**src/include/pcw_pkg.sv**
```systemverilog
// Purpose: Constants and types for the position control, watch and homing block
// Assumes: One 10 MHz control update clock; registers are 32-bit words
// Notes on behaviour
// - Output enable routes regulator to speed output
// - Integrator enable runs it; clear resets it
// - Hold bit freezes the integrator value
// - Polarity bit inverts position offset sign
// - Re-reference bit keeps actual through offset changes
// - Set-zero works only in absolute, not running
// - Re-reference bit keeps actual on target change
// - Watch one enable; clear resets status bit 8
// - Watch one compares above or below setpoint
// - Watch two enable; clear resets status bit 9
// - Watch two compares above or below setpoint
// - Stop ramps over decel time or instantly
// - Coast command or disable always coasts
// - Find-home plus start begins homing sequence
// - Redefine bit forces position to zero
// - Home direction bit reverses home speed sign
// - Return-home drives position back to zero
// - Switch homing seeks switch change; not with marker
// - Marker homing finds marker, returns to it
// - Homing bits inert from revision 3.001 on
package pcw_pkg;

  // --------------------------------------------------------------
  // Register map (byte addresses)
  // --------------------------------------------------------------
  localparam logic [7:0] PCW_ADDR_CTRL = 8'h00;
  localparam logic [7:0] PCW_ADDR_STATUS = 8'h04;
  localparam logic [7:0] PCW_ADDR_W1_SP = 8'h08;
  localparam logic [7:0] PCW_ADDR_W2_SP = 8'h0C;
  localparam logic [7:0] PCW_ADDR_TARGET = 8'h10;
  localparam logic [7:0] PCW_ADDR_DECEL = 8'h14;
  localparam logic [7:0] PCW_ADDR_OFFSET = 8'h18;
  localparam logic [7:0] PCW_ADDR_HOME_SPD = 8'h1C;
  localparam logic [7:0] PCW_ADDR_ACTUAL = 8'h20;

  localparam logic [31:0] PCW_CTRL_RESET = 32'h0000_0000;
  localparam logic [31:0] PCW_ZERO = 32'h0000_0000;

  // --------------------------------------------------------------
  // Control word bit positions
  // --------------------------------------------------------------
  localparam int PCW_B_SPD_OUT_EN = 1;
  localparam int PCW_B_INTEG_EN = 2;
  localparam int PCW_B_INTEG_HOLD = 3;
  localparam int PCW_B_OFF_POL = 4;
  localparam int PCW_B_OFF_REREF = 5;
  localparam int PCW_B_ABS_MODE = 6;
  localparam int PCW_B_ZERO_ACC = 9;
  localparam int PCW_B_P2P_REREF = 10;
  localparam int PCW_B_W1_EN = 16;
  localparam int PCW_B_W1_DIR = 17;
  localparam int PCW_B_W2_EN = 18;
  localparam int PCW_B_W2_DIR = 19;
  localparam int PCW_B_RAMP_HALT = 20;
  localparam int PCW_B_FIND_HOME = 24;
  localparam int PCW_B_REDEFINE = 25;
  localparam int PCW_B_HOME_DIR = 26;
  localparam int PCW_B_RETURN_HOME = 27;
  localparam int PCW_B_HOME_SW = 28;
  localparam int PCW_B_HOME_MARK = 29;

  // --------------------------------------------------------------
  // Status word bit positions
  // --------------------------------------------------------------
  localparam int PCW_S_W1 = 8;
  localparam int PCW_S_W2 = 9;
  localparam int PCW_S_HOME_LO = 12;
  localparam int PCW_S_HOMED = 16;
  localparam int PCW_S_RAMPING = 17;
  localparam int PCW_S_HALTED = 18;
  localparam int PCW_S_COAST = 19;

  // --------------------------------------------------------------
  // Regulator gains as right shifts, revision gate
  // --------------------------------------------------------------
  localparam int PCW_KP_SHIFT = 2;
  localparam int PCW_KI_SHIFT = 6;
  localparam int PCW_HOME_RETIRED_REV = 3001;
  localparam int PCW_FW_REV_DEFAULT = 3000;

  typedef enum logic [2:0] {
    PCW_HOME_IDLE = 3'b000,
    PCW_HOME_SEEK = 3'b001,
    PCW_HOME_BACK = 3'b010,
    PCW_HOME_DONE = 3'b011
  } pcw_home_t;

  typedef enum logic [1:0] {
    PCW_HALT_NONE = 2'b00,
    PCW_HALT_RAMP = 2'b01,
    PCW_HALT_ZERO = 2'b10
  } pcw_halt_t;

endpackage

```
**src/include/pcw_watch_if.sv**
```systemverilog
// Purpose: Carries one position watch between the core and a comparator
// Assumes: Same clock on both sides
// Notes: The flag is registered inside the comparator
`timescale 1ns/1ps
interface pcw_watch_if;
  logic signed [31:0] actual;
  logic signed [31:0] setpoint;
  logic enable;
  logic direction;
  logic flag;
  modport cmp (input actual, input setpoint, input enable, input direction, output flag);
  modport ctl (output actual, output setpoint, output enable, output direction, input flag);
endinterface

```
**src/verilog/pcw_watch.sv**
```systemverilog
// Purpose: One position watch comparator with a registered flag
// Assumes: Evaluated on every control update clock
// Notes: Equality sets neither direction
`timescale 1ns/1ps
module pcw_watch
  import pcw_pkg::*;
(
  // Clock and reset
  input wire logic clock,
  input wire logic rst,
  // Watch signals
  pcw_watch_if.cmp w
);

  typedef struct packed {
    logic flag;
  } pcw_watch_st_t;

  pcw_watch_st_t s_r;
  pcw_watch_st_t s_nxt;

  always_comb begin
    s_nxt = s_r;
    if (!w.enable) begin
      s_nxt.flag = 1'b0;
    end else if (w.direction) begin
      s_nxt.flag = (w.actual > w.setpoint);
    end else begin
      s_nxt.flag = (w.actual < w.setpoint);
    end
  end

  always_ff @(posedge clock or posedge rst) begin
    if (rst) begin
      s_r <= '0;
    end else begin
      s_r <= s_nxt;
    end
  end

  assign w.flag = s_r.flag;

endmodule

```
**src/verilog/pcw_top.sv**
```systemverilog
// Purpose: Position loop control word, watches, stop handling and homing
// Assumes: Feedback and commands come from logic on this clock; switch and
//          marker are pins and are synchronised here
// Notes: Reset is drive disable; all state returns to constants
//
// Decided for this implementation: the register offsets and strobed register access.
`timescale 1ns/1ps
module pcw_top
  import pcw_pkg::*;
#(
  parameter int FW_REV_MILLI = PCW_FW_REV_DEFAULT
) (
  // Clock and reset
  input wire logic clock,
  input wire logic rst,
  // Register port
  input wire logic [7:0] addr,
  input wire logic [31:0] wr_data,
  input wire logic wr_stb,
  input wire logic rd_stb,
  output logic [31:0] rd_data,
  // Drive commands
  input wire logic drive_enable,
  input wire logic drive_running,
  input wire logic start_cmd,
  input wire logic stop_cmd,
  input wire logic coast_cmd,
  // Feedback and pins
  input wire logic signed [31:0] pos_fbk,
  input wire logic home_switch,
  input wire logic marker_pulse,
  // Speed regulator side
  output logic signed [31:0] pos_spd_out,
  output logic pos_spd_valid,
  output logic coast_out,
  output logic signed [31:0] pos_actual,
  output logic watch_one_flag,
  output logic watch_two_flag,
  output logic home_busy
);

  // ----------------------------------------------------------------
  // State
  // ----------------------------------------------------------------
  typedef struct packed {
    logic [31:0] ctrl;
    logic signed [31:0] sp1;
    logic signed [31:0] sp2;
    logic signed [31:0] target;
    logic [31:0] decel;
    logic signed [31:0] offset;
    logic signed [31:0] home_spd;
    logic signed [31:0] base;
    logic signed [31:0] off_latch;
    logic signed [31:0] integ;
    logic signed [31:0] actual;
    logic signed [31:0] spd;
    logic signed [31:0] ramp_spd;
    logic signed [31:0] ramp_step;
    logic [31:0] ramp_cnt;
    logic signed [31:0] mark_pos;
    logic [31:0] rdata;
    pcw_home_t home;
    pcw_halt_t halt;
    logic valid;
    logic coast;
    logic homed;
    logic sw_start;
    logic en_d;
    logic sw_s1;
    logic sw_s2;
    logic mk_s1;
    logic mk_s2;
    logic mk_d;
  } pcw_st_t;

  pcw_st_t s_r;
  pcw_st_t s_nxt;

  // ----------------------------------------------------------------
  // Helpers
  // ----------------------------------------------------------------
  function automatic logic signed [31:0] neg_if(input logic signed [31:0] v, input logic c);
    neg_if = c ? -v : v;
  endfunction

  function automatic logic signed [31:0] mag(input logic signed [31:0] v);
    mag = (v < 0) ? -v : v;
  endfunction

  // Homing bits are inert from the retired revision onward
  localparam logic HOME_LIVE = (FW_REV_MILLI < PCW_HOME_RETIRED_REV);

  // ----------------------------------------------------------------
  // Watches
  // ----------------------------------------------------------------
  pcw_watch_if w1 ();
  pcw_watch_if w2 ();

  assign w1.actual = s_r.actual;
  assign w1.setpoint = s_r.sp1;
  assign w1.enable = s_r.ctrl[PCW_B_W1_EN];
  assign w1.direction = s_r.ctrl[PCW_B_W1_DIR];
  assign w2.actual = s_r.actual;
  assign w2.setpoint = s_r.sp2;
  assign w2.enable = s_r.ctrl[PCW_B_W2_EN];
  assign w2.direction = s_r.ctrl[PCW_B_W2_DIR];

  pcw_watch u_watch_one (
    .clock(clock),
    .rst(rst),
    .w(w1.cmp)
  );

  pcw_watch u_watch_two (
    .clock(clock),
    .rst(rst),
    .w(w2.cmp)
  );

  // ----------------------------------------------------------------
  // Next state
  // ----------------------------------------------------------------
  logic [31:0] c;
  logic home_find;
  logic home_redef;
  logic home_rev;
  logic home_ret;
  logic home_sw;
  logic home_mk;
  logic signed [31:0] off_eff;
  logic signed [31:0] err;
  logic signed [31:0] reg_out;
  logic signed [31:0] home_cmd;
  logic signed [31:0] tgt_eff;
  logic mk_rise;

  always_comb begin
    s_nxt = s_r;
    c = s_r.ctrl;
    home_find = HOME_LIVE && c[PCW_B_FIND_HOME];
    home_redef = HOME_LIVE && c[PCW_B_REDEFINE];
    home_rev = HOME_LIVE && c[PCW_B_HOME_DIR];
    home_ret = HOME_LIVE && c[PCW_B_RETURN_HOME];
    home_sw = HOME_LIVE && c[PCW_B_HOME_SW];
    home_mk = HOME_LIVE && c[PCW_B_HOME_MARK] && !c[PCW_B_HOME_SW];
    mk_rise = s_r.mk_s2 && !s_r.mk_d;
    home_cmd = neg_if(s_r.home_spd, home_rev);

    // Pin synchronisers
    s_nxt.sw_s1 = home_switch;
    s_nxt.sw_s2 = s_r.sw_s1;
    s_nxt.mk_s1 = marker_pulse;
    s_nxt.mk_s2 = s_r.mk_s1;
    s_nxt.mk_d = s_r.mk_s2;
    s_nxt.en_d = drive_enable;

    // Offset with polarity; latched at enable so a later change is relative
    off_eff = neg_if(s_r.offset, c[PCW_B_OFF_POL]);
    if (drive_enable && !s_r.en_d) begin
      s_nxt.off_latch = off_eff;
    end

    // Register writes
    if (wr_stb) begin
      case (addr)
        PCW_ADDR_CTRL: s_nxt.ctrl = wr_data;
        PCW_ADDR_W1_SP: s_nxt.sp1 = wr_data;
        PCW_ADDR_W2_SP: s_nxt.sp2 = wr_data;
        PCW_ADDR_TARGET: begin
          s_nxt.target = wr_data;
          // Without re-reference a new target re-bases actual to zero
          if (!c[PCW_B_P2P_REREF]) begin
            s_nxt.base = pos_fbk;
          end
        end
        PCW_ADDR_DECEL: s_nxt.decel = wr_data;
        PCW_ADDR_OFFSET: begin
          s_nxt.offset = wr_data;
          // Re-reference absorbs the offset step so actual does not jump
          if (c[PCW_B_OFF_REREF]) begin
            s_nxt.off_latch = s_r.off_latch - off_eff
                              + neg_if($signed(wr_data), c[PCW_B_OFF_POL]);
          end
        end
        PCW_ADDR_HOME_SPD: s_nxt.home_spd = wr_data;
        default: begin
        end
      endcase
    end

    // Accumulator zeroing and redefine
    if (c[PCW_B_ZERO_ACC] && c[PCW_B_ABS_MODE] && !drive_running) begin
      s_nxt.base = pos_fbk;
      s_nxt.off_latch = off_eff;
      s_nxt.integ = PCW_ZERO;
    end
    if (home_redef) begin
      s_nxt.base = pos_fbk;
      s_nxt.off_latch = off_eff;
    end

    // Actual position relative to base and offset reference
    s_nxt.actual = pos_fbk - s_r.base - (off_eff - s_r.off_latch);

    // Regulator
    tgt_eff = home_ret ? PCW_ZERO : s_r.target;
    err = tgt_eff - s_r.actual;
    if (!c[PCW_B_INTEG_EN]) begin
      s_nxt.integ = PCW_ZERO;
    end else if (!c[PCW_B_INTEG_HOLD]) begin
      s_nxt.integ = s_r.integ + (err >>> PCW_KI_SHIFT);
    end
    reg_out = (err >>> PCW_KP_SHIFT) + s_r.integ;

    // Homing sequence
    case (s_r.home)
      PCW_HOME_IDLE: begin
        if (home_find && start_cmd) begin
          s_nxt.home = PCW_HOME_SEEK;
          s_nxt.sw_start = s_r.sw_s2;
          s_nxt.homed = 1'b0;
        end
      end
      PCW_HOME_SEEK: begin
        if (home_sw && (s_r.sw_s2 != s_r.sw_start)) begin
          s_nxt.home = PCW_HOME_DONE;
          s_nxt.base = pos_fbk;
        end else if (home_mk && mk_rise) begin
          s_nxt.mark_pos = pos_fbk;
          s_nxt.home = PCW_HOME_BACK;
        end else if (!home_sw && !home_mk) begin
          s_nxt.home = PCW_HOME_DONE;
        end
      end
      PCW_HOME_BACK: begin
        // Travelled past the marker; done once feedback crosses back to it
        if ((home_cmd >= 0) ? (pos_fbk <= s_r.mark_pos) : (pos_fbk >= s_r.mark_pos)) begin
          s_nxt.home = PCW_HOME_DONE;
          s_nxt.base = s_r.mark_pos;
        end
      end
      PCW_HOME_DONE: begin
        s_nxt.homed = 1'b1;
        s_nxt.home = PCW_HOME_IDLE;
      end
      default: s_nxt.home = PCW_HOME_IDLE;
    endcase

    // Stop handling
    case (s_r.halt)
      PCW_HALT_NONE: begin
        if (stop_cmd) begin
          if (c[PCW_B_RAMP_HALT] && (s_r.decel != PCW_ZERO)) begin
            s_nxt.halt = PCW_HALT_RAMP;
            s_nxt.ramp_spd = s_r.spd;
            s_nxt.ramp_step = mag(s_r.spd) / $signed({1'b0, s_r.decel[30:0]});
            s_nxt.ramp_cnt = s_r.decel;
          end else begin
            s_nxt.halt = PCW_HALT_ZERO;
          end
          s_nxt.home = PCW_HOME_IDLE;
        end
      end
      PCW_HALT_RAMP: begin
        if (s_r.ramp_cnt <= 32'h0000_0001) begin
          s_nxt.halt = PCW_HALT_ZERO;
          s_nxt.ramp_spd = PCW_ZERO;
        end else begin
          s_nxt.ramp_cnt = s_r.ramp_cnt - 32'h0000_0001;
          s_nxt.ramp_spd = (s_r.ramp_spd >= 0) ? s_r.ramp_spd - s_r.ramp_step
                                               : s_r.ramp_spd + s_r.ramp_step;
        end
        if (start_cmd) begin
          s_nxt.halt = PCW_HALT_NONE;
        end
      end
      PCW_HALT_ZERO: begin
        if (start_cmd) begin
          s_nxt.halt = PCW_HALT_NONE;
        end
      end
      default: s_nxt.halt = PCW_HALT_NONE;
    endcase

    // Coast overrides every stop mode
    s_nxt.coast = coast_cmd || !drive_enable;
    if (s_nxt.coast) begin
      s_nxt.halt = PCW_HALT_NONE;
      s_nxt.home = PCW_HOME_IDLE;
    end

    // Speed output selection
    if (s_nxt.coast) begin
      s_nxt.spd = PCW_ZERO;
      s_nxt.valid = 1'b0;
    end else if (s_r.halt == PCW_HALT_RAMP) begin
      s_nxt.spd = s_r.ramp_spd;
      s_nxt.valid = 1'b1;
    end else if (s_r.halt == PCW_HALT_ZERO) begin
      s_nxt.spd = PCW_ZERO;
      s_nxt.valid = 1'b1;
    end else if (s_r.home == PCW_HOME_SEEK) begin
      s_nxt.spd = home_cmd;
      s_nxt.valid = 1'b1;
    end else if (s_r.home == PCW_HOME_BACK) begin
      s_nxt.spd = -home_cmd;
      s_nxt.valid = 1'b1;
    end else if (c[PCW_B_SPD_OUT_EN]) begin
      s_nxt.spd = reg_out;
      s_nxt.valid = 1'b1;
    end else begin
      s_nxt.spd = PCW_ZERO;
      s_nxt.valid = 1'b0;
    end

    // Read data, valid in the cycle after the strobe
    s_nxt.rdata = PCW_ZERO;
    if (rd_stb) begin
      case (addr)
        PCW_ADDR_CTRL: s_nxt.rdata = s_r.ctrl;
        PCW_ADDR_STATUS: begin
          s_nxt.rdata[PCW_S_W1] = w1.flag;
          s_nxt.rdata[PCW_S_W2] = w2.flag;
          s_nxt.rdata[PCW_S_HOME_LO +: 3] = s_r.home;
          s_nxt.rdata[PCW_S_HOMED] = s_r.homed;
          s_nxt.rdata[PCW_S_RAMPING] = (s_r.halt == PCW_HALT_RAMP);
          s_nxt.rdata[PCW_S_HALTED] = (s_r.halt == PCW_HALT_ZERO);
          s_nxt.rdata[PCW_S_COAST] = s_r.coast;
        end
        PCW_ADDR_W1_SP: s_nxt.rdata = s_r.sp1;
        PCW_ADDR_W2_SP: s_nxt.rdata = s_r.sp2;
        PCW_ADDR_TARGET: s_nxt.rdata = s_r.target;
        PCW_ADDR_DECEL: s_nxt.rdata = s_r.decel;
        PCW_ADDR_OFFSET: s_nxt.rdata = s_r.offset;
        PCW_ADDR_HOME_SPD: s_nxt.rdata = s_r.home_spd;
        PCW_ADDR_ACTUAL: s_nxt.rdata = s_r.actual;
        default: s_nxt.rdata = PCW_ZERO;
      endcase
    end
  end

  // ----------------------------------------------------------------
  // Registers
  // ----------------------------------------------------------------
  always_ff @(posedge clock or posedge rst) begin
    if (rst) begin
      s_r <= '0;
      s_r.ctrl <= PCW_CTRL_RESET;
      s_r.coast <= 1'b1;
    end else begin
      s_r <= s_nxt;
    end
  end

  // ----------------------------------------------------------------
  // Outputs
  // ----------------------------------------------------------------
  assign rd_data = s_r.rdata;
  assign pos_spd_out = s_r.spd;
  assign pos_spd_valid = s_r.valid;
  assign coast_out = s_r.coast;
  assign pos_actual = s_r.actual;
  assign watch_one_flag = w1.flag;
  assign watch_two_flag = w2.flag;
  assign home_busy = (s_r.home == PCW_HOME_SEEK) || (s_r.home == PCW_HOME_BACK);

endmodule

```
**config.mk**
```make
export PLATFORM = sky130hd
export DESIGN_NAME = pcw_top
export DESIGN_NICKNAME = d
export VERILOG_FILES = /design/src/include/pcw_pkg.sv /design/src/include/pcw_watch_if.sv /design/src/verilog/pcw_watch.sv /design/src/verilog/pcw_top.sv
export SDC_FILE = /design/constraint.sdc
export NUM_CORES = 2
export LEC_CHECK = 0
export ABC_AREA = 1
export ABC_CLOCK_PERIOD_IN_PS = 225300
export BUFFER_PORTS_ARGS = -buffer_cell sky130_fd_sc_hd__buf_2
export CELL_PAD_IN_SITES_DETAIL_PLACEMENT = 1
export CELL_PAD_IN_SITES_GLOBAL_PLACEMENT = 1
export CORE_ASPECT_RATIO = 1.75
export CORE_MARGIN = 3
export CORE_UTILIZATION = 50
export CTS_CLUSTER_SIZE = 25
export DETAILED_ROUTE_END_ITERATION = 7
export GPL_TIMING_DRIVEN = 0
export PLACE_DENSITY = 0.95
export SETUP_SLACK_MARGIN = 0.5
export SYNTH_ARGS = -nofsm -noshare
export SYNTH_HDL_FRONTEND = slang
export SYNTH_SLANG_ARGS = --single-unit
```
**constraint.sdc**
```tcl
create_clock -name clock -period 225.3 [get_ports clock]
set_input_delay 11.265 -clock clock [delete_from_list [all_inputs] [get_ports clock]]
set_output_delay 11.265 -clock clock [all_outputs]
set_load 0.01 [all_outputs]
```
# Word level (Yosys, flattened, before mapping)
# Index checks and enable logic that the tools add are counted.
totals:
  reg_bits: 561
  inputBits: 83
  out_inout_bits: 101
  elab_cells: 185
op_classes:
  add_sub_neg: 16
  div_mod_pow: 1
  order_cmp: 10
  eq_ne: 22
  muxes: 66
  bitwise: 1
  n_reduce_logical: 38
op_table:
  columns: ["cell", "n"]
  rows:
  - ["$mux 32", 24]
  - ["$mux 96", 3]
  - ["$pmux 32 s2", 3]
  - ["$sub 32x32->32", 6]
  - ["$neg 32->32", 5]
  - ["$mux 64", 2]
  - ["$pmux 12 s8", 1]
  - ["$add 32x32->32", 2]
  - ["$ge 32x1->1 const B", 2]
  - ["$gt 32x32->1", 2]
  - ["$lt 32x32->1", 2]
  - ["$pmux 8 s8", 1]
  - ["$pmux 4 s9", 1]
  - ["$add 30x32->32", 1]
  - ["$add 32x26->32", 1]
  - ["$div 32x32->32", 1]
  - ["$eq 8x5->1 const B", 4]
  - ["$ge 32x32->1", 1]
  - ["$le 32x1->1 const B", 1]
  - ["$le 32x32->1", 1]
  - ["$lt 32x1->1 const B", 1]
  - ["$reduce_bool 32->1", 1]
  - ["$sub 32x1->32 const B", 1]
  - ["$pmux 3 s9", 1]
  - ["other kinds (33)", 86]

# Depth between registers and ports, before layout
depth:
  ltp_word: 11
  ltp_mapped: 612
  ltp_nobuf: 597

# Hierarchy
# From an unflattened synthesis, not the netlist that was laid out.
hier_totals:
  cells_unflattened: 10517
  area_unflattened_um2: 71597.4
modules_own_cells:
  columns: ["module", "n_inst", "cells_per_inst", "area_per_inst_um2", "seq_area_each_um2"]
  rows:
  - ["pcw_top", 1, 10217, 69685.6, 13989.7]
  - ["pcw_watch", 2, 150, 955.9, 25.0]

# Worst setup path before layout
# OpenSTA, ideal clock, no wires.
synth_path:
  kind: "flip-flop to flip-flop"
  start: "register s_r (netlist bit pos_spd_out[0])"
  end: "register s_r[141] (netlist bit)"
  setup_time_ns: 0.077
  arrival_time_ns: 74.960
  required_time_ns: 225.223
  slack_ns: 150.262
  path_stages_with_launch: 585
  n_path_buf: 18
  period_less_slack_ns: 75.038
  cell_sequence: "dfrtp_1 inv_2 ha_1 nand2_1 nor2_2 nand2_2 nand2_2 nand2_1 nand2_1 nand2_1 nor2_1 nand3_1 nor4_1 nand3_1 nor3_1 ha_1 or2_2 nand2_1 [549 not listed] ha_1 nand3_2 nor3_2 nand3_2 nor2_2 nand3_2 nor3_4 nand2_2 nor3_4 nand3_2 nor2_2 inv_2 nor2_4 inv_2 nor3_4 a41oi_1 xor2_1 o21ai_1"
synth_via:
  elab_chain_len: 3
  word_cells_on_any_way: 4
  classes_between: "add/sub: 1; div: 1; order compare: 1; mux: 1"
synth_lines:
  columns: ["item", "line", "text"]
  rows:
  - ["from (decl)", "pcw_top.sv:77", "pcw_st_t s_r;"]
  - ["from (signal assigned)", "pcw_top.sv:352", "s_r <= s_nxt;"]
  - ["$neg 32->32 / $lt 32x1->1 (equally long branches)", "pcw_top.sv:88", "mag = (v < 0) ? -v : v;"]
  - ["$mux 32 *", "pcw_top.sv:88", null]
  - ["$div 32x32->32 *", "pcw_top.sv:257", "s_nxt.ramp_step = mag(s_r.spd) / $signed({1'b0, s_r.decel[30:0]});"]
# Every way passes the cells marked *; elsewhere a longest branch is shown, timed or not.
# A chain may end at the register's enable or synchronous reset.

# Worst setup path in the final report
layout_path:
  start: "register s_r (netlist bit pos_spd_out[0])"
  end: "register s_r[139] (netlist bit)"
# Same word-level chain as after synthesis.

==> flow_metrics.tcl <==
set metrics [dict create \
    dr.first_iter.drc_count 4522 \
    post_cts.resized_instances 0 \
    die_h_um 506 \
    vias 79061 \
    clock-sinks 561 \
    postCtsSetupRepairBufs 0 \
    synth_cell_type_count 94 \
    run_status "finished, violations left" \
    port-buffer-count 182 \
    detail_route.vias_per_cell 6.26 \
    main_synth_ff_type "dfrtp_1" \
    worst_ep_required_time_ps 225860 \
    gpl.final_weighted_congestion 1.06 \
    place.detailed.hpwl_mm 280 \
    fmax_mhz 9.91 \
    groute.usage.overall_pct 45.4 \
    crit_fanout 10 \
    die_x_um 292 \
    timing.critical_path.slowest_cell_delay_ps 1110 \
    mappedNetlistNets 11465 \
    crit_top_cell "nand2_1" \
    dieArea_um2 147000 \
    first_pass_grt_wire_length_mm 509 \
    stdcell_count 12627 \
    routed_wl_mm 343 \
    max_cap_violations 3 \
    drive_gt1_share_pct 8.24 \
    core_region_area_um2 141000 \
    route.detailed.drc 0 \
    final-setup-viol-count 0 \
    transition_time_at_the_pin_with_the_least_slew_margin_ps 1720 \
    final.setup_skew_ps 62.6 \
    maxSlewHeadroom_pct -14.9 \
    regToRegSetupSlack_ps 124370 \
    initial_utilization_pct 50.5 \
    number_of_detailed_routing_iterations_run_before_antenna_repair 8 \
    placement_rows 182 \
    final.setup.tns_ps 0 \
    synth_enable_flop_cells 0 \
    cts_max_level 2 \
    grt_pass1_vias 86715 \
    arrival_ps 101490 \
    synth_cells 10468 \
    holdCritPathClass "register to register" \
    worstSetupPathType "register to register" \
    netlist_area_um2 71300 \
    synth_seq_cells 561 \
    final_net_count 11726 \
    clockRootBuffer "clkbuf_16" \
    area.growth.synth_to_final_pct 7.86 \
    cts-buffers-inserted 54 \
    final-max-slew-violation-count 9 \
    tritoncts "yes" \
    cts.hold.buffers_added 0 \
    number_of_nets_with_antenna_violations_after_routing 0 \
    timing.critical_path.from_type "register" \
    grt_setup_unrepaired "no" \
    antenna_violations_before_repair 18 \
    grt_remaining_overflow 0 \
    maximum_number_of_pins_on_one_net_before_global_route_repair 121 \
    synth.yosys.warnings 0 \
    clk_pin_slew_ps 70 \
    worst_slack_ps 124370 \
    syn_area_per_cell_um2 6.81 \
    setup.worst_path.end_class "register" \
    violations "max-capacitance violations, max-slew violations" \
    place.detailed.instances 12512 \
    dp_slack_ps 126220 \
    post-route-period-util_pct 44.8 \
    cts_max_path_buffers 3 \
    finalCriticalPeriod_ps 100930 \
    timing_hold_violations_final 0 \
    slowest_stage "a221oi_1" \
    worst_skew_pair.late_latency_ps 750 \
    synth_async_sr_flop_share_pct 100 \
    synth-seq-area-share_pct 19.7 \
    io_count 184 \
    wire_per_inst_um 27.2 \
]
-- per-layer routing --
metal  global-route usage, %  part of all wire, %  up-vias
met5                       0                0.013        -
met4                    57.0                   15        6
met3                    10.2                  6.3     2109
met2                    78.6                   48     3559
met1                    39.0                   30    38266
li1                        -                    -    35121
-- worst max-delay path, delay by kind of cell (launching register included) --
family,cells,cell delay (ps)
AO/OA/AOI/OAI,214,44490
AND/OR/NAND/NOR,243,30280
buffers and inverters,85,13130
adder cells (fa/ha/maj),34,11200
multiplexers,2,680
flip-flops,1,450
XOR/XNOR,1,220
-- cell usage in the layout, fill, tap and decap left out, types with 148 or more instances in the layout --
cell | Yosys | routed
a21oi_1 | 719 | 718
buf_2 | 14 | 196
clkbuf_1 | 173 | 180
dfrtp_1 | 560 | 560
ha_1 | 818 | 818
inv_1 | 1553 | 1535
nand2_1 | 2138 | 2138
nand3_1 | 426 | 426
nor2_1 | 824 | 824
nor3_1 | 152 | 152
o21ai_0 | 796 | 795
o21ai_1 | 148 | 148
xnor2_1 | 199 | 199
xor2_1 | 432 | 426
-- state kept, by name, indices dropped and copies added, names as in the netlist --
signal              count
u_watch_two.w.flag      1
w1.setpoint            32
coast_out               1
s_r                   362
rd_data                32
c                      32
w2.setpoint            32
u_watch_one.w.flag      1
s_nxt                   3
pos_spd_valid           1
pos_actual             32
pos_spd_out            32
-- Yosys cell counts, types with 19 or more instances --
cell type  instances  area, um2
nand2_1         2138       8030
inv_1           1553       5830
nor2_1           824       3090
ha_1             818      10200
o21ai_0          796       3980
a21oi_1          719       3600
dfrtp_1          560      14000
xor2_1           432       3780
nand3_1          426       2130
xnor2_1          199       1740
clkbuf_1         173        649
nor3_1           152        761
o21ai_1          148        741
o22ai_1          113        707
buf_4            112        841
nand4_1          100        626
fa_1              96       1920
o211ai_1          75        563
inv_2             72        270
nor4_1            66        413
o21ai_2           63        552
o21bai_1          57        428
o221ai_1          56        490
nand2_2           53        332
a31oi_1           49        307
or2_2             49        307
o31ai_1           47        353
a21oi_2           43        377
a21o_1            41        308
a211oi_1          40        300
clkbuf_8          36        495
a221oi_1          22        193
mux2i_1           22        220
nor2_2            19        119
-- logic make-up (layout without fill, tap and decap cells) --
| kind of cell | after synthesis | in the layout | share of synthesized area [%] |
|---|---|---|---|
| other | 1 | 14 | 0.00526 |
| XOR/XNOR | 631 | 631 | 7.75 |
| multiplexers | 24 | 24 | 0.344 |
| flip-flops | 561 | 561 | 19.7 |
| adder cells (fa/ha/maj) | 914 | 914 | 17.0 |
| AND/OR/NAND/NOR | 3937 | 3937 | 23.5 |
| buffers and inverters | 2010 | 2316 | 11.9 |
| AO/OA/AOI/OAI | 2390 | 2390 | 19.7 |
-- path summary, 6_finish.rpt --
kind                                          start              endpoint  cells past startpoint
max                        pos_spd_out[0]$_DFF_PP0_  s_r[139]$_DFFE_PP0P_                    579
min                              s_nxt[0]$_DFF_PP0_      s_r[0]$_DFF_PP0_                      0
max reg2reg                pos_spd_out[0]$_DFF_PP0_  s_r[139]$_DFFE_PP0P_                    579
min reg2reg                      s_nxt[0]$_DFF_PP0_      s_r[0]$_DFF_PP0_                      0
max in group asynchronous                       rst  s_r[106]$_DFFE_PP0P_                      4
min in group asynchronous                       rst    s_r[273]$_DFF_PP0_                      2
-- through the flow --
stage                     area, um2  util (%)  hold WS (ps)
after floorplan               71300         -           331
after global placement        74600      52.8           371
after detailed placement      75000      53.1           378
after CTS                     76900      54.4           386
after global routing          76900      54.5           409
final                         76900      54.5           387
-- area by class of cell --
type                            count  area, um2
Tap cell                         1840       2300
Clock inverter                     28        298
Inverter                         1643       6180
Clock buffer                       73       1530
Antenna cell                       13       32.5
Buffer                            367       2330
Sequential cell                   561      14000
Multi-Input combinational cell   7897      48800
Timing Repair Buffer              205       1380
Fill cell                       19152      64200
Power is not shown: default switching activity piles up to over one toggle a cycle in this logic, so the estimate is an artifact.
